**src/shared/gflm_consts.svh**
```systemverilog
// Constants for the fault supervision and ground-loss monitor.
// Assumes inclusion by the package and design files by bare name.
`ifndef GFLM_CONSTS_SVH
`define GFLM_CONSTS_SVH

`define GFLM_MCLK_MHZ 125
`define GFLM_OSC_MHZ 4
`define GFLM_ACC_W 8
`define GFLM_HOLD_CAPACITOR_NODE_SUST_US 1000
`define GFLM_FRAME_TO_US 1000
`define GFLM_TMR_W 18
`define GFLM_GF_W 14
`define GFLM_GF_TOP 14'h3fff
`define GFLM_GROUND_LOSS_ENABLE_BIT_BIT 5
`define GFLM_ACCEL_W 10
`define GFLM_ACCEL_ZERO 10'h000

`endif

```
**src/shared/gflm_pkg.sv**
```systemverilog
// Types for the fault supervision and ground-loss monitor.
// Assumes the constants header is on the include path.
`include "gflm_consts.svh"

package gflm_pkg;

  typedef enum logic [1:0] {
    GFLM_RUN = 2'b01,
    GFLM_HELD = 2'b10
  } gflm_pwr_t;

  typedef enum logic [1:0] {
    GFLM_CMD_OTHER = 2'h0,
    GFLM_CMD_SELFTEST_LOCKOUT = 2'h1,
    GFLM_CMD_STEN = 2'h2,
    GFLM_CMD_CLEAR = 2'h3
  } gflm_cmd_t;

  typedef struct packed {
    logic [`GFLM_GF_W-1:0] cnt;
    logic loss;
  } gflm_filt_t;

  typedef struct packed {
    gflm_pwr_t pwr;
    logic [`GFLM_ACC_W-1:0] acc;
    logic [`GFLM_TMR_W-1:0] hold_capacitor_node_cnt;
    logic [`GFLM_TMR_W-1:0] frame_cnt;
    logic prev_selftest_lockout;
    logic lockout;
    logic s_flag;
    logic gf_flag;
    logic u_flag;
    logic sw_closed;
    logic sdi;
    logic adc_pin;
    logic [`GFLM_ACCEL_W-1:0] accel;
  } gflm_state_t;

endpackage : gflm_pkg

```
**src/design/gflm_gnd_filter.sv**
```systemverilog
// Ground-loss up/down filter counter.
// Assumes a single clock and a one-cycle oscillator tick from the caller.
`timescale 1ns/10ps
`default_nettype none
`include "gflm_consts.svh"

module gflm_gnd_filter
  import gflm_pkg::*;
#(
  parameter logic [`GFLM_GF_W-1:0] GF_TOP = `GFLM_GF_TOP
) (
  input wire logic mclk_i,
  input wire logic rst_n_i,
  input wire logic tick_i,
  input wire logic en_i,
  input wire logic above_i,
  output logic [`GFLM_GF_W-1:0] cnt_o,
  output logic loss_o
);

  gflm_filt_t q;
  gflm_filt_t d;

  always_comb begin
    d = q;
    if (!en_i) begin
      d.cnt = '0;
      d.loss = 1'b0;
    end else if (tick_i) begin
      if (above_i) begin
        if (q.cnt == GF_TOP) begin
          d.loss = 1'b1;
        end else begin
          d.cnt = q.cnt + 1'b1;
        end
      end else if (q.cnt != '0) begin
        d.cnt = q.cnt - 1'b1;
      end else begin
        d.loss = 1'b0;
      end
    end
  end

  always_ff @(posedge mclk_i) begin
    if (!rst_n_i) begin
      q <= '0;
    end else begin
      q <= d;
    end
  end

  assign cnt_o = q.cnt;
  assign loss_o = q.loss;

  a_hold_at_zero: assert property (@(posedge mclk_i) disable iff (!rst_n_i)
    en_i && tick_i && !above_i && q.cnt == '0 |=> q.cnt == '0)
    else $error("Filter counter wrapped below zero.");

  a_count_up_step: assert property (@(posedge mclk_i) disable iff (!rst_n_i)
    en_i && tick_i && above_i && q.cnt != GF_TOP |=> q.cnt == $past(q.cnt) + 1'b1)
    else $error("Filter counter did not count up.");

  a_count_down_step: assert property (@(posedge mclk_i) disable iff (!rst_n_i)
    en_i && tick_i && !above_i && q.cnt != '0 |=> q.cnt == $past(q.cnt) - 1'b1)
    else $error("Filter counter did not count down.");

  a_overflow_loss: assert property (@(posedge mclk_i) disable iff (!rst_n_i)
    en_i && tick_i && above_i && q.cnt == GF_TOP |=> q.loss && q.cnt == GF_TOP)
    else $error("Overflow did not declare ground loss.");

  a_disabled_idle: assert property (@(posedge mclk_i) disable iff (!rst_n_i)
    !en_i |=> q.cnt == '0 && !q.loss)
    else $error("Filter active while disabled.");

endmodule : gflm_gnd_filter

`default_nettype wire

```
**src/design/gflm_monitor.sv**
```systemverilog
// Fault supervision: reset holding, status flags and reply forcing.
// Assumes all inputs are synchronous to mclk_i and rst_n_i is power-on reset.
`timescale 1ns/10ps
`default_nettype none
`include "gflm_consts.svh"

// Contract
// - Ground-loss detection runs only when bit 5 of config byte two is one.
// - Ground-loss detection is unavailable while the master uses differential mode.
// - Enabled detection with open ground counts the 14-bit filter counter up.
// - Ground voltage back below threshold makes the filter counter count down.
// - Filter counter overflow declares the ground-loss condition.
// - Filter timing derives from a nominal 4 MHz oscillator; hold capacitor and frame timers count mclk_i cycles.
// - Regulator output below minimum holds the device in reset, no transmission.
// - Regulated undervoltage: continuous reset, switch open, every bus command ignored.
// - Hold capacitor low over 1 ms: continuous reset, switch open, no replies.
// - Bus below frame threshold past frame timeout: continuous reset, switch open.
// - Hold capacitor low under 1 ms sets low-voltage flag, zeroes reply.
// - Fuse threshold failure sets overall fault flag and zeroes short-word reply.
// - Factory or customer parity failure sets fault flag and zeroes reply.
// - Ground loss past 4.096 ms sets fault and ground flags, zeroes reply.
// - Two consecutive disable self-test commands, nothing between, activate lockout.
// - Under lockout a latched fault clears only by Clear command or power-on.
// - In test mode the ground-sense pin is the test serial data input.
// - In test mode the filter monitor pin may drive the converter input.
module gflm_monitor
  import gflm_pkg::*;
#(
  parameter int HOLD_CAPACITOR_NODE_CYC = `GFLM_HOLD_CAPACITOR_NODE_SUST_US * `GFLM_MCLK_MHZ,
  parameter int FRAME_CYC = `GFLM_FRAME_TO_US * `GFLM_MCLK_MHZ,
  parameter logic [`GFLM_GF_W-1:0] GF_TOP = `GFLM_GF_TOP
) (
  input wire logic mclk_i,
  input wire logic rst_n_i,
  input wire logic test_mode_i,
  input wire logic diff_mode_i,
  input wire logic [7:0] config_byte_two_i,
  input wire logic ground_sense_pin_i,
  input wire logic filter_monitor_pin_adc_sel_i,
  input wire logic regulator_cap_node_uv_i,
  input wire logic hold_capacitor_node_uv_i,
  input wire logic bus_below_frame_i,
  input wire logic fuse_fault_i,
  input wire logic par1_fault_i,
  input wire logic par2_fault_i,
  input wire logic cmd_valid_i,
  input wire gflm_cmd_t cmd_code_i,
  input wire logic switch_close_i,
  input wire logic [`GFLM_ACCEL_W-1:0] accel_i,
  output logic [`GFLM_ACCEL_W-1:0] accel_o,
  output logic dev_reset_o,
  output logic cmd_ignore_o,
  output logic bus_switch_open_o,
  output logic low_voltage_flag_o,
  output logic status_flag_o,
  output logic ground_fault_flag_o,
  output logic selftest_lockout_o,
  output logic test_sdi_o,
  output logic adc_from_pin_o,
  output logic [`GFLM_GF_W-1:0] gnd_filter_cnt_o
);

  localparam logic [`GFLM_TMR_W-1:0] HOLD_CAPACITOR_NODE_LIM = `GFLM_TMR_W'(HOLD_CAPACITOR_NODE_CYC);
  localparam logic [`GFLM_TMR_W-1:0] FRAME_LIM = `GFLM_TMR_W'(FRAME_CYC);
  localparam logic [`GFLM_ACC_W-1:0] OSC_STEP = `GFLM_ACC_W'(`GFLM_OSC_MHZ);
  localparam logic [`GFLM_ACC_W-1:0] OSC_MOD = `GFLM_ACC_W'(`GFLM_MCLK_MHZ);

  gflm_state_t q;
  gflm_state_t d;

  logic osc_tick;
  logic [`GFLM_ACC_W-1:0] acc_sum;
  logic gld_en;
  logic gnd_loss;
  logic hold_capacitor_node_sust;
  logic frame_to;
  logic rst_cond;
  logic cmd_take;
  logic clear_req;
  logic fault_now;
  logic zero_reply;

  function automatic logic [`GFLM_TMR_W-1:0] sat_inc(
    input logic [`GFLM_TMR_W-1:0] cnt,
    input logic [`GFLM_TMR_W-1:0] lim,
    input logic run
  );
    logic [`GFLM_TMR_W-1:0] res;
    res = '0;
    if (run) begin
      res = (cnt == lim) ? cnt : cnt + 1'b1;
    end
    return res;
  endfunction : sat_inc

  // Fractional divider gives an average tick rate of exactly 4 MHz.
  assign acc_sum = q.acc + OSC_STEP;
  assign osc_tick = (acc_sum >= OSC_MOD);

  // Ground sensing is off in differential systems and when the pin is reused.
  assign gld_en = config_byte_two_i[`GFLM_GROUND_LOSS_ENABLE_BIT_BIT]
    & ~diff_mode_i
    & ~test_mode_i;

  gflm_gnd_filter #(
    .GF_TOP(GF_TOP)
  ) u_gnd_filter (
    .mclk_i(mclk_i),
    .rst_n_i(rst_n_i),
    .tick_i(osc_tick),
    .en_i(gld_en),
    .above_i(ground_sense_pin_i),
    .cnt_o(gnd_filter_cnt_o),
    .loss_o(gnd_loss)
  );

  assign hold_capacitor_node_sust = (q.hold_capacitor_node_cnt == HOLD_CAPACITOR_NODE_LIM);
  assign frame_to = (q.frame_cnt == FRAME_LIM);
  assign rst_cond = regulator_cap_node_uv_i
    | (hold_capacitor_node_uv_i & hold_capacitor_node_sust)
    | (bus_below_frame_i & frame_to);

  assign cmd_take = cmd_valid_i & (q.pwr == GFLM_RUN) & ~rst_cond;
  assign clear_req = cmd_take & (cmd_code_i == GFLM_CMD_CLEAR);
  assign fault_now = fuse_fault_i
    | par1_fault_i | par2_fault_i
    | gnd_loss;

  always_comb begin
    d = q;
    zero_reply = 1'b0;
    d.acc = osc_tick ? (acc_sum - OSC_MOD) : acc_sum;
    d.hold_capacitor_node_cnt = sat_inc(q.hold_capacitor_node_cnt, HOLD_CAPACITOR_NODE_LIM, hold_capacitor_node_uv_i);
    d.frame_cnt = sat_inc(q.frame_cnt, FRAME_LIM, bus_below_frame_i);
    d.sdi = test_mode_i & ground_sense_pin_i;
    d.adc_pin = test_mode_i & filter_monitor_pin_adc_sel_i;
    case (q.pwr)
      GFLM_RUN: begin
        if (rst_cond) begin
          d.pwr = GFLM_HELD;
        end
      end
      GFLM_HELD: begin
        if (!rst_cond) begin
          d.pwr = GFLM_RUN;
        end
      end
      default: begin
        d.pwr = GFLM_HELD;
      end
    endcase
    if (rst_cond || q.pwr != GFLM_RUN) begin
      d.prev_selftest_lockout = 1'b0;
      d.lockout = 1'b0;
      d.s_flag = 1'b0;
      d.gf_flag = 1'b0;
      d.u_flag = 1'b0;
      d.sw_closed = 1'b0;
      d.accel = `GFLM_ACCEL_ZERO;
    end else begin
      if (cmd_take) begin
        d.prev_selftest_lockout = (cmd_code_i == GFLM_CMD_SELFTEST_LOCKOUT);
        if (cmd_code_i == GFLM_CMD_SELFTEST_LOCKOUT && q.prev_selftest_lockout) begin
          d.lockout = 1'b1;
        end
        if (switch_close_i) begin
          d.sw_closed = 1'b1;
        end
      end
      // A new fault wins over a clear in the same cycle.
      if (fault_now) begin
        d.s_flag = 1'b1;
      end else if (clear_req || !q.lockout) begin
        d.s_flag = 1'b0;
      end
      if (gnd_loss) begin
        d.gf_flag = 1'b1;
      end else if (clear_req || !q.lockout) begin
        d.gf_flag = 1'b0;
      end
      d.u_flag = hold_capacitor_node_uv_i;
      zero_reply = d.u_flag | d.s_flag | d.gf_flag;
      d.accel = zero_reply ? `GFLM_ACCEL_ZERO : accel_i;
    end
  end

  always_ff @(posedge mclk_i) begin
    if (!rst_n_i) begin
      q <= '0;
      q.pwr <= GFLM_HELD;
    end else begin
      q <= d;
    end
  end

  assign dev_reset_o = (q.pwr == GFLM_HELD);
  assign cmd_ignore_o = (q.pwr == GFLM_HELD) | rst_cond;
  assign bus_switch_open_o = ~q.sw_closed;
  assign low_voltage_flag_o = q.u_flag;
  assign status_flag_o = q.s_flag;
  assign ground_fault_flag_o = q.gf_flag;
  assign selftest_lockout_o = q.lockout;
  assign test_sdi_o = q.sdi;
  assign adc_from_pin_o = q.adc_pin;
  assign accel_o = q.accel;

  a_regulator_cap_node_reset_hold: assert property (@(posedge mclk_i) disable iff (!rst_n_i)
    regulator_cap_node_uv_i |=> dev_reset_o && bus_switch_open_o)
    else $error("Regulator undervoltage did not hold reset.");

  a_held_no_reply: assert property (@(posedge mclk_i) disable iff (!rst_n_i)
    dev_reset_o |-> accel_o == `GFLM_ACCEL_ZERO && cmd_ignore_o && !selftest_lockout_o)
    else $error("Device active while held in reset.");

  a_hold_capacitor_node_sustained: assert property (@(posedge mclk_i) disable iff (!rst_n_i)
    hold_capacitor_node_uv_i && hold_capacitor_node_sust |=> dev_reset_o)
    else $error("Sustained hold capacitor undervoltage not reset.");

  a_hold_capacitor_node_timer: assert property (@(posedge mclk_i) disable iff (!rst_n_i)
    !hold_capacitor_node_uv_i |=> q.hold_capacitor_node_cnt == '0)
    else $error("Hold capacitor timer not restarted.");

  a_frame_timeout: assert property (@(posedge mclk_i) disable iff (!rst_n_i)
    bus_below_frame_i && frame_to |=> dev_reset_o && bus_switch_open_o)
    else $error("Frame timeout did not reset the device.");

  a_uv_flag_zero: assert property (@(posedge mclk_i) disable iff (!rst_n_i)
    hold_capacitor_node_uv_i && !rst_cond && q.pwr == GFLM_RUN
    |=> low_voltage_flag_o && accel_o == `GFLM_ACCEL_ZERO && !dev_reset_o)
    else $error("Transient undervoltage handling wrong.");

  a_fault_sets_s: assert property (@(posedge mclk_i) disable iff (!rst_n_i)
    (fuse_fault_i || par1_fault_i || par2_fault_i) && !rst_cond && q.pwr == GFLM_RUN
    |=> status_flag_o && accel_o == `GFLM_ACCEL_ZERO)
    else $error("Fuse or parity fault did not set status.");

  a_ground_flags: assert property (@(posedge mclk_i) disable iff (!rst_n_i)
    gnd_loss && !rst_cond && q.pwr == GFLM_RUN
    |=> status_flag_o && ground_fault_flag_o && accel_o == `GFLM_ACCEL_ZERO)
    else $error("Ground loss did not set both flags.");

  a_ground_diff_off: assert property (@(posedge mclk_i) disable iff (!rst_n_i)
    diff_mode_i |=> gnd_filter_cnt_o == '0 && !gnd_loss)
    else $error("Ground detection active in differential mode.");

  a_lockout_pair: assert property (@(posedge mclk_i) disable iff (!rst_n_i)
    $rose(selftest_lockout_o) |-> $past(cmd_take) && $past(cmd_code_i) == GFLM_CMD_SELFTEST_LOCKOUT
    && $past(q.prev_selftest_lockout))
    else $error("Lockout set without two disable commands.");

  a_latched_hold: assert property (@(posedge mclk_i) disable iff (!rst_n_i)
    status_flag_o && selftest_lockout_o && !clear_req && !rst_cond && q.pwr == GFLM_RUN
    |=> status_flag_o)
    else $error("Latched fault cleared under lockout.");

  a_reply_pass: assert property (@(posedge mclk_i) disable iff (!rst_n_i)
    !dev_reset_o && !$past(dev_reset_o) && !low_voltage_flag_o && !status_flag_o
    && !ground_fault_flag_o |-> accel_o == $past(accel_i))
    else $error("Reply forced without an active fault.");

  a_test_sdi: assert property (@(posedge mclk_i) disable iff (!rst_n_i)
    test_mode_i |=> test_sdi_o == $past(ground_sense_pin_i) && gnd_filter_cnt_o == '0)
    else $error("Test data input not routed.");

  a_adc_pin_sel: assert property (@(posedge mclk_i) disable iff (!rst_n_i)
    !test_mode_i |=> !adc_from_pin_o)
    else $error("Converter driven from pin outside test mode.");

  a_tick_rate: assert property (@(posedge mclk_i) disable iff (!rst_n_i)
    osc_tick |=> !osc_tick [*8])
    else $error("Oscillator tick too frequent.");

  a_tick_gap: assert property (@(posedge mclk_i) disable iff (!rst_n_i)
    osc_tick |-> ##[1:32] osc_tick)
    else $error("Oscillator tick too slow.");

  a_clear_unlatch: assert property (@(posedge mclk_i) disable iff (!rst_n_i)
    clear_req && !fault_now |=> !status_flag_o && !ground_fault_flag_o)
    else $error("Clear command did not clear the flags.");

  a_lockout_break: assert property (@(posedge mclk_i) disable iff (!rst_n_i)
    cmd_take && cmd_code_i != GFLM_CMD_SELFTEST_LOCKOUT && !selftest_lockout_o |=> !selftest_lockout_o)
    else $error("Lockout set by another command.");

  a_lockout_set: assert property (@(posedge mclk_i) disable iff (!rst_n_i)
    cmd_take && cmd_code_i == GFLM_CMD_SELFTEST_LOCKOUT && q.prev_selftest_lockout |=> selftest_lockout_o)
    else $error("Second disable command did not lock out.");

  a_ignore_cmds: assert property (@(posedge mclk_i) disable iff (!rst_n_i)
    cmd_ignore_o && cmd_valid_i |=> !selftest_lockout_o && bus_switch_open_o)
    else $error("Command taken while ignored.");

  a_reset_entry: assert property (@(posedge mclk_i) disable iff (!rst_n_i)
    rst_cond |=> dev_reset_o)
    else $error("Reset condition did not hold the device.");

  a_held_release: assert property (@(posedge mclk_i) disable iff (!rst_n_i)
    dev_reset_o && !rst_cond |=> !dev_reset_o)
    else $error("Device stuck in reset.");

  a_frame_timer: assert property (@(posedge mclk_i) disable iff (!rst_n_i)
    !bus_below_frame_i |=> q.frame_cnt == '0)
    else $error("Frame timer not restarted.");

  a_uv_flag_clear: assert property (@(posedge mclk_i) disable iff (!rst_n_i)
    !hold_capacitor_node_uv_i |=> !low_voltage_flag_o)
    else $error("Low-voltage flag stuck.");

  a_run_stays: assert property (@(posedge mclk_i) disable iff (!rst_n_i)
    !rst_cond && !dev_reset_o |=> !dev_reset_o)
    else $error("Device reset without a reset condition.");

  a_fault_follows: assert property (@(posedge mclk_i) disable iff (!rst_n_i)
    !fault_now && !selftest_lockout_o |=> !status_flag_o)
    else $error("Status flag latched without lockout.");

  a_gf_follows: assert property (@(posedge mclk_i) disable iff (!rst_n_i)
    !gnd_loss && !selftest_lockout_o |=> !ground_fault_flag_o)
    else $error("Ground flag latched without lockout.");

  a_switch_close: assert property (@(posedge mclk_i) disable iff (!rst_n_i)
    cmd_take && switch_close_i |=> !bus_switch_open_o)
    else $error("Switch did not close on command.");

  a_reply_zeroed: assert property (@(posedge mclk_i) disable iff (!rst_n_i)
    low_voltage_flag_o || status_flag_o || ground_fault_flag_o |-> accel_o == `GFLM_ACCEL_ZERO)
    else $error("Reply not zero with a flag set.");

  a_adc_pin_test: assert property (@(posedge mclk_i) disable iff (!rst_n_i)
    test_mode_i && filter_monitor_pin_adc_sel_i |=> adc_from_pin_o)
    else $error("Converter not switched to the pin.");

  a_sdi_idle: assert property (@(posedge mclk_i) disable iff (!rst_n_i)
    !test_mode_i |=> !test_sdi_o)
    else $error("Test data input active outside test mode.");

  a_ground_cfg_off: assert property (@(posedge mclk_i) disable iff (!rst_n_i)
    !config_byte_two_i[`GFLM_GROUND_LOSS_ENABLE_BIT_BIT] |=> gnd_filter_cnt_o == '0 && !gnd_loss)
    else $error("Ground detection active while not enabled.");

endmodule : gflm_monitor

`default_nettype wire

```
**config.mk**
```make
export PLATFORM = sky130hd
export DESIGN_NAME = gflm_monitor
export DESIGN_NICKNAME = d
export VERILOG_FILES = /design/src/shared/gflm_pkg.sv /design/src/design/gflm_gnd_filter.sv /design/src/design/gflm_monitor.sv
export VERILOG_INCLUDE_DIRS = /design/src /design/src/shared
export SDC_FILE = /design/constraint.sdc
export NUM_CORES = 1
export LEC_CHECK = 0
export BUFFER_PORTS_ARGS = -buffer_cell sky130_fd_sc_hd__buf_2
export CAP_MARGIN = 40
export CORE_MARGIN = 2
export CORE_UTILIZATION = 50
export DETAILED_ROUTE_END_ITERATION = 8
export PLACE_DENSITY = 0.72
export SLEW_MARGIN = 30
export SYNTH_ARGS = -nofsm -noshare
export SYNTH_HDL_FRONTEND = slang
export SYNTH_SLANG_ARGS = --single-unit
```
**constraint.sdc**
```tcl
create_clock -name mclk_i -period 2.3 [get_ports mclk_i]
set_clock_uncertainty 0.15 [all_clocks]
set_input_delay 0 -clock mclk_i [delete_from_list [all_inputs] [get_ports mclk_i]]
set_output_delay 0 -clock mclk_i [all_outputs]
set_load 0.1 [all_outputs]
```
# [Yosys cells after proc, flatten, opt, wreduce, memory -nomap -nowiden]
# Index checks and enable logic that the tools add are counted.
[totals] ff_bits=79 inputBits=34 output_inout_bits=33 elab_cells=88
[classes] n_addsub=6 order_cmp=1 eq_ne=13 mux=15 bitwise=22 reduce_logical=16
[op_table] cell="$add 18x1->18 const B" n=2
[op_table] cell="$eq 18x17->1 const B" n=2
[op_table] cell="$mux 14" n=2
[op_table] cell="$mux 15" n=1
[op_table] cell="$add 14x1->14 const B" n=1
[op_table] cell="$eq 14x14->1 const B" n=1
[op_table] cell="$reduce_bool 14->1" n=1
[op_table] cell="$sub 14x1->14 const B" n=1
[op_table] cell="$reduce_and 2->1" n=6
[op_table] cell="$and 1x1->1" n=9
[op_table] cell="$add 8x3->8 const B" n=1
[op_table] cell="$ge 8x7->1 const B" n=1
[op_table] cell="$mux 1" n=8
[op_table] cell="$mux 8" n=1
[op_table] cell="$ne 2x2->1 const B" n=4
[op_table] cell="$or 1x1->1" n=8
[op_table] cell="$sub 8x7->8 const B" n=1
[op_table] cell="$reduce_and 3->1" n=2
[op_table] cell="$not 1->1" n=5
[op_table] cell="$eq 2x1->1 const B" n=2
[op_table] cell="$eq 2x2->1 const B" n=2
[op_table] cell="$mux 2" n=2
[op_table] cell="$ne 2x1->1 const B" n=2
[op_table] cell="$pmux 2 s2" n=1
[op_table] cell="6 further kinds" n=7

# [Depth between registers and ports, before layout]
# Gate-level depths: netlist of run 1.
[logic_depth] word_depth=14 ltp_mapped=9 depth_no_buf=8

# [Modules after synthesis]
# Synthesis of run 1 repeated with hierarchy kept, for this count alone.
[unflattened] cells_unflattened=498 hier_area_um2=4281.6
[modules_own_cells] mod="gflm_monitor" n_inst=1 cells_each=351 area_per_inst_um2=3118.0
[modules_own_cells] mod="gflm_gnd_filter" n_inst=1 cells_each=147 area_per_inst_um2=1163.6

# [Worst setup path after synthesis of run 1]
# OpenSTA, ideal clock, no wires.
[synth_timing] kind="register -> register" from="reg u_gnd_filter.q, in the netlist u_gnd_filter.cnt_o[1]" to="reg u_gnd_filter.q, in the netlist u_gnd_filter.cnt_o[13]" setup_ns=0.072 arrival_time_ns=2.673 required_ns=2.078 slack_ns=-0.595 stages_incl_launch_ff=8 cell_sequence="dfxtp_1 ha_1 a211oi_1 o21bai_1 o211a_1 a221oi_2 mux2i_1 mux2i_1"
[synth_via] elab_chain_len=3
[synth_rtl] element="start, declared" line_no="gflm_gnd_filter.sv:21" text="gflm_filt_t q;"
[synth_rtl] element="start signal, assigned" line_no="gflm_gnd_filter.sv:46" text="q <= '0;"
[synth_rtl] element="start signal, assigned" line_no="gflm_gnd_filter.sv:48" text="q <= d;"
[synth_rtl] element="$sub 14x1->14 (tied with other cells)" line_no="gflm_gnd_filter.sv:37" text="d.cnt = q.cnt - 1'b1;"
[synth_rtl] element="$mux 14 (tied with other cells)" line_no="gflm_gnd_filter.sv:36" text="end else if (q.cnt != '0) begin"
[synth_rtl] element="$mux 15 or $reduce_and 3->1 (tied branches)"
# Several ways; a longest one is shown, not always the timed one. The select of a mux whose other input is x is not followed.
# A chain may end at the register's enable or synchronous reset.

# [Final worst setup path of run 1]
# Same ends and word-level chain as after synthesis.

==> flow_summary.json, run 1 <==
{
  "status": "finished clean",
  "min_path_type": "in2reg",
  "grt_pass1_vias": 3485,
  "crit_type": "reg2reg",
  "slew_headroom_pct": 58.6,
  "final_hold_viol_count": 0,
  "yosys_register_bits": 79,
  "synth_top_family_by_area": "simple AND/OR/NAND/NOR gates",
  "core_mm2": 0.00818,
  "io_pins": 67,
  "firstDrtPassIters": 4,
  "reg2reg_slack_ns": 0.08,
  "yosysWarnings": 0,
  "final_cells": 685,
  "crit_fanout": 6,
  "drcViolationCount": 0,
  "yosys.area_share.simple_pct": 25.7,
  "synth_compound_area_share_pct": 12.9,
  "diodes": 0,
  "final_common_cell": "dfxtp_1",
  "cts_num_sinks": 79,
  "tightest_slew_ns": 0.620,
  "start_util_pct": 51.2,
  "clkPwrFrac_pct": 41.8,
  "cp-startpoint": "u_gnd_filter.cnt_o[1]",
  "vias": 3702,
  "synthArstFlopShare_pct": 0,
  "grt-ovfl-total": 0,
  "max-vdd-ir-drop_mv": 0.546,
  "cts_tree": "done",
  "setup_violations": 0,
  "pre_cts_ws_ns": 0.0546,
  "place_area_mm2": 0.00473,
  "synthToLayoutAreaGrowth_pct": 26.8,
  "synth.distinct_cells": 61,
  "cts.reportedPaths.clkPinSlew_ns": 0.08,
  "grt_max_degree": 19,
  "placedCellCount": 642,
  "antenna_found_initial": 0,
  "swShare_pct": 25.0,
  "endpoint_kind": "register",
  "drv_cap": 0,
  "synth_nets": 527,
  "synth_cells": 472,
  "layout_common_cells": "dfxtp_1, nor2_1, buf_2",
  "post-route-period-util_pct": 96.4,
  "die_h_um": 95.5,
  "fmax_mhz": 451,
  "p_leak_nw": 2.15,
  "synth_area_leaders": "dfxtp_1, ha_1, nor2_1",
  "htreeDepth": 3,
  "clock_latency_ns": 0.36,
  "synth-xor-area-share_pct": 10.5,
  "dr.first_iter.drc_count": 129,
  "cp.arrival_ns": 2.35,
  "die_w_um": 95.5,
  "drive_gt1_share_pct": 25.2,
  "synth_fa_ha_area_share_pct": 6.46,
  "hp-start": "config_byte_two_i[5]",
  "timing.rr.start": "u_gnd_filter.cnt_o[1]",
  "wire_per_inst_um": 14.3,
  "cts_buffer_depth": 2,
  "gp_congestion": 0.943,
  "synthMuxAreaShare_pct": 2.15,
  "final_area_mm2": 0.00530,
  "ys.flop_type": "dfxtp_1",
  "p_seq_share_pct": 49.2,
  "fin_crit_ns": 2.22,
  "grt_pass1_wl_um": 15900,
  "grt_use_total_pct": 22.2,
  "cts_root_buf": "clkbuf_8",
  "layout.nets": 630,
  "row_count": 33,
  "synth_area_mm2": 0.00418,
  "yosys.area.top_type": "dfxtp_1",
  "synth_top_area_share_pct": 37.8,
  "dp_hpwl_um": 6700,
  "p_comb_share_pct": 8.9,
  "p_total_w": 0.00280,
  "cts_buffers": 9,
  "p_int_w": 0.00210,
  "worst_hold_slack_ns": 0.0165,
  "portBuffers": 59,
  "pwr_density_cell_mw_per_mm2": 529,
  "via_per_inst": 5.40,
  "synth_seq_area_share_pct": 37.8,
  "drv_slew": 0,
  "fill_cells": 656,
  "required_ns": 2.43,
  "drtAntennaViolNets": 0,
  "syn_avg_cell_area_um2": 8.86,
  "p_sw_w": 0.000700,
  "cp-start-kind": "register",
  "synth_edf_count": 0,
  "die_area_mm2": 0.00912,
  "setup_ws_ns": 0.0819,
  "wirelength_um": 9830
}
[power by group through the flow]
stage | Sequential [W] | Clock [W] | Combinational [W]
2_1_floorplan | 0.00142 | 0 | 0.000121
3_3_place_gp | 0.00141 | 0 | 0.000204
3_5_place_dp | 0.00141 | 0 | 0.000210
4_1_cts | 0.00138 | 0.00119 | 0.000244
5_1_grt | 0.00138 | 0.00124 | 0.000272
6_report | 0.00138 | 0.00117 | 0.000251
[synth_stat cells (8+ instances only)]
cell,count
inv_1,18
nor3_1,10
or3_1,8
mux2i_1,9
dfxtp_1,79
nor4_1,8
xnor2_1,21
buf_4,11
ha_1,20
a21oi_1,25
o21ai_0,10
nand4_1,11
nor2_1,62
xor2_1,23
nand2_1,28
and2_1,12
nand3_1,23
[area by class of cell]
cell class                 instances  area (um^2)  share of cell area (%)
multi-input combinational        358         2510                    47.3
sequential                        79         1610                    30.4
timing repair buffer             108          758                    14.3
tap                              105          131                    2.48
clock buffer                      10          128                    2.41
clock inverter                     6         93.8                    1.77
inverter                          19         71.3                    1.34
[critical path: stages (launching register included)]
cell,delay (ns)
dfxtp_4,0.37
ha_1,0.31
a211oi_2,0.24
o21bai_2,0.14
o211a_1,0.27
a221oi_2,0.25
mux2i_1,0.24
mux2i_1,0.19
[logic make-up (layout without fill, tap and decap cells)]
| logic type | after synthesis | count (layout) |
|---|---|---|
| and+or+nand+nor | 203 | 203 |
| xor gates and xnor gates | 46 | 46 |
| AOI/OAI and AO/OA | 79 | 79 |
| muxes | 9 | 9 |
| DFF | 79 | 79 |
| adders and majority gates | 21 | 21 |
| buffers and inverters | 35 | 143 |
[state kept, by name (all words and copies together) (netlist names)]
name,flops
q,48
status_flag_o,1
ground_fault_flag_o,1
adc_from_pin_o,1
selftest_lockout_o,1
u_gnd_filter.loss_o,1
low_voltage_flag_o,1
accel_o,10
test_sdi_o,1
u_gnd_filter.cnt_o,14
[path summary, 6_finish.rpt]
| check | end | depth (start not counted) |
|---|---|---|
| setup / recovery | u_gnd_filter.cnt_o[13] | 7 |
| hold / removal | u_gnd_filter.cnt_o[12] | 4 |
| setup reg to reg | u_gnd_filter.cnt_o[13] | 7 |
| hold reg to reg | u_gnd_filter.cnt_o[5] | 2 |
[metal layers]
| layer | vias up | routed length [um] | global-route usage [%] |
|---|---|---|---|
| li1 | 1861 | - | - |
| met1 | 1737 | 4330 | 27.8 |
| met2 | 88 | 4900 | 38.1 |
| met3 | 16 | 395 | 3.16 |
| met4 | 0 | 198 | 9.76 |
| met5 | - | 0 | 0 |
[what timing repair did]
item,CTS,global route
buffers inserted,0,0
setup endpoints to repair,0,8
gates resized for setup,0,21
hold endpoints to repair,34,0
hold buffers,27,0
[metrics by stage]
| stage | setup TNS (ns) | utilization (%) |
|---|---|---|
| after floorplan | -0.123 | - |
| after global placement | 0 | 57.8 |
| after detailed placement | 0 | 57.8 |
| after CTS | 0 | 63.8 |
| after global routing | -0.0472 | 64.9 |
| final | 0 | 64.9 |
(Power assumes the default switching activity.)
==> run 2: changes to the inputs <==
CTS_CLUSTER_SIZE = 30   (was unset)
GPL_TIMING_DRIVEN = 0   (was unset)
SYNTH_HIERARCHICAL = 1   (was unset)
==> flow_summary.json, run 2 <==
{
  "required_ns": 2.44,
  "grt_pass1_wl_um": 16800,
  "synthToLayoutAreaGrowth_pct": 34.2,
  "endpoint_kind": "register",
  "cp-start-kind": "register",
  "setup_violations": 1,
  "cts_buffers": 9,
  "via_per_inst": 5.68,
  "grt_setup_unrepaired": "yes",
  "htreeDepth": 3,
  "status": "complete, but fails checks",
  "fin_crit_ns": 2.36,
  "setup_ws_ns": -0.0641,
  "final_cells": 735,
  "synth_nets": 553,
  "cpLargestDelayFamily": "simple AND/OR/NAND/NOR gates",
  "final_area_mm2": 0.00575,
  "reg2reg_depth": 11,
  "max_flop_register": "q",
  "die_h_um": 96.5,
  "synth_most_common_cell": "dfxtp_1",
  "cp_slowest_cell": "dfxtp_4",
  "final_hold_viol_count": 0,
  "drtAntennaViolNets": 0,
  "portBuffers": 59,
  "hp-start": "cmd_valid_i",
  "holdPathEnd": "selftest_lockout_o",
  "synth.distinct_cells": 69,
  "p_leak_nw": 2.27,
  "drcViolationCount": 0,
  "synth_edf_count": 0,
  "cp-startpoint": "q[56]",
  "max-vdd-ir-drop_mv": 0.455,
  "ys.flop_type": "dfxtp_1",
  "cts_buffer_depth": 2,
  "synthArstFlopShare_pct": 0,
  "max_stage_delay_ns": 0.39,
  "wire_per_inst_um": 14.9,
  "timing.rr.start": "q[56]",
  "postLayoutCoreUtil_pct": 69.6,
  "tightest_slew_ns": 0.674,
  "gp_congestion": 0.901,
  "drv_slew": 0,
  "pre_cts_ws_ns": -0.303,
  "largest_reg_flops": 48,
  "start_util_pct": 51.8,
  "cts_root_buf": "clkbuf_8",
  "antenna_found_initial": 0,
  "rr_endpoint": "u_gnd_filter/cnt_o[10]",
  "post-route-period-util_pct": 103,
  "violations": "negative setup slack",
  "cts_tree": "done",
  "reg2reg_slack_ns": -0.06,
  "crit_chain": "inv_4 > ha_4 > nand2_1 > nor4b_4 > a21oi_2 > nand2_2 > inv_2 > nor3b_4 > inv_2 > or3_1 > o221ai_1",
  "clock_latency_ns": 0.37,
  "syn_avg_cell_area_um2": 8.60,
  "die_w_um": 96.5,
  "cp_common_cell": "inv_2",
  "die_area_mm2": 0.00932,
  "pwr_density_cell_mw_per_mm2": 561,
  "row_count": 33,
  "dp_hpwl_um": 6800,
  "final_common_cell": "buf_2",
  "drive_gt1_share_pct": 31.6,
  "synth_area_mm2": 0.00428,
  "grt_pass1_vias": 3856,
  "layout_common_cells": "buf_2, dfxtp_1, nand2_1",
  "synth_area_leaders": "dfxtp_1, ha_1, xnor2_1",
  "grt-ovfl-total": 0,
  "cts.reportedPaths.clkPinSlew_ns": 0.09,
  "yosys_register_bits": 79,
  "wirelength_um": 10900,
  "cp_num_buf_inv": 3,
  "synth_seq_area_share_pct": 36.9,
  "firstDrtPassIters": 4,
  "netlist_top_cells_count": "dfxtp_1, nand2_1, a21oi_1",
  "slew_headroom_pct": 55.1,
  "synth_cells": 498,
  "cp.arrival_ns": 2.50,
  "min_path_type": "in2reg",
  "yosys.area.top_type": "dfxtp_1",
  "grt_use_total_pct": 22.9,
  "grt_max_degree": 14,
  "vias": 4173,
  "crit_type": "reg2reg",
  "layout.nets": 681,
  "dr.first_iter.drc_count": 140,
  "core_mm2": 0.00826,
  "cts_num_sinks": 79,
  "place_area_mm2": 0.00478,
  "io_pins": 67,
  "fmax_mhz": 423,
  "yosysWarnings": 6,
  "synth_top_area_share_pct": 36.9,
  "whs_path_depth": 5,
  "placedCellCount": 662,
  "drv_cap": 0,
  "diodes": 0,
  "crit_fanout": 6
}
## run 2: cell count changes in the layout (fill, tap and decap cells not counted), sizes merged, moves of 3 or more
cell	before	now
nor2	62	38
buf	81	104
nand2	28	44
a21oi	25	40
xor2	24	12
clkbuf	10	18
inv	20	27
mux2i	9	4
o21ai	14	19
xnor2	22	27
or3	8	12
a311oi	0	3
and3	8	11
nand2b	3	6
## run 2: logic make-up (layout without fill, tap and decap cells)
group / Yosys count / after routing / share of synthesized area, %
adder cells (fa/ha/maj): 21 / 21 / 6.31
AND/OR/NAND/NOR: 211 / 211 / 27.8
multiplexers: 4 / 4 / 0.935
flip-flops: 79 / 79 / 36.9
AO/OA/AOI/OAI: 96 / 96 / 14.4
XOR/XNOR: 39 / 39 / 8.33
buffers and inverters: 48 / 180 / 5.35
## run 2: layout make-up
class	count	area, um^2
Fill cell	682	2510
Clock inverter	4	52.6
Timing Repair Buffer	119	862
Inverter	25	96.3
Multi-Input combinational cell	371	2680
Sequential cell	79	1620
Clock buffer	11	151
Buffer	21	151
Tap cell	105	131
## run 2: worst max path at each step
| stage | to | slack (ns) | cells past startpoint |
|---|---|---|---|
| finish | u_gnd_filter/cnt_o[10] | -0.06 | 11 |
| floorplan | u_gnd_filter/cnt_o[12] | -0.004 | 9 |
| global placement | u_gnd_filter/cnt_o[10] | -0.26 | 11 |
| CTS | cmd_ignore_o | 0.0007 | 6 |
| global route | u_gnd_filter/cnt_o[10] | -0.16 | 10 |
| detailed placement | u_gnd_filter/cnt_o[10] | -0.30 | 11 |
## run 2: routing by layer
layer	share of wire, %	GRT usage (%)
met1	42	26.6
met2	50	40.6
met3	5.1	3.88
met4	2.7	11.5
met5	0	0
## run 2: what timing repair did
| action | in CTS | in global routing |
|---|---|---|
| buffers inserted | 16 | 15 |
| setup endpoints to repair | 15 | 25 |
| hold buffers | 28 | 2 |
| endpoints found under the hold margin | 28 | 1 |
| gates cloned | 0 | 1 |
| pin swaps | 6 | 14 |
| gates resized for setup | 30 | 37 |
## run 2: tightest hold or removal path: cells and delay by family
family | cells | cell delay, ns
compound gates | 1 | 0.06
buf+inv | 2 | 0.25
simple gates | 2 | 0.24
## run 2: metrics by stage
| stage | TNS, ns | hold slack [ns] | total power (W) |
|---|---|---|---|
| after global placement | -2.80 | 0.0561 | 0.00191 |
| after detailed placement | -3.53 | 0.0536 | 0.00192 |
| final | -0.0641 | 0.0965 | 0.00322 |
| after global routing | -0.642 | 0.127 | 0.00335 |
| after floorplan | -0.00401 | -0.0283 | 0.00181 |
| after CTS | 0 | 0.0284 | 0.00314 |
## run 2: power breakdown
part           leakage (nW)  internal [W]  switching [W]
clock network         0.106      0.000561       0.000522
registers             0.650       0.00141      0.0000555
logic                  1.52      0.000343       0.000331
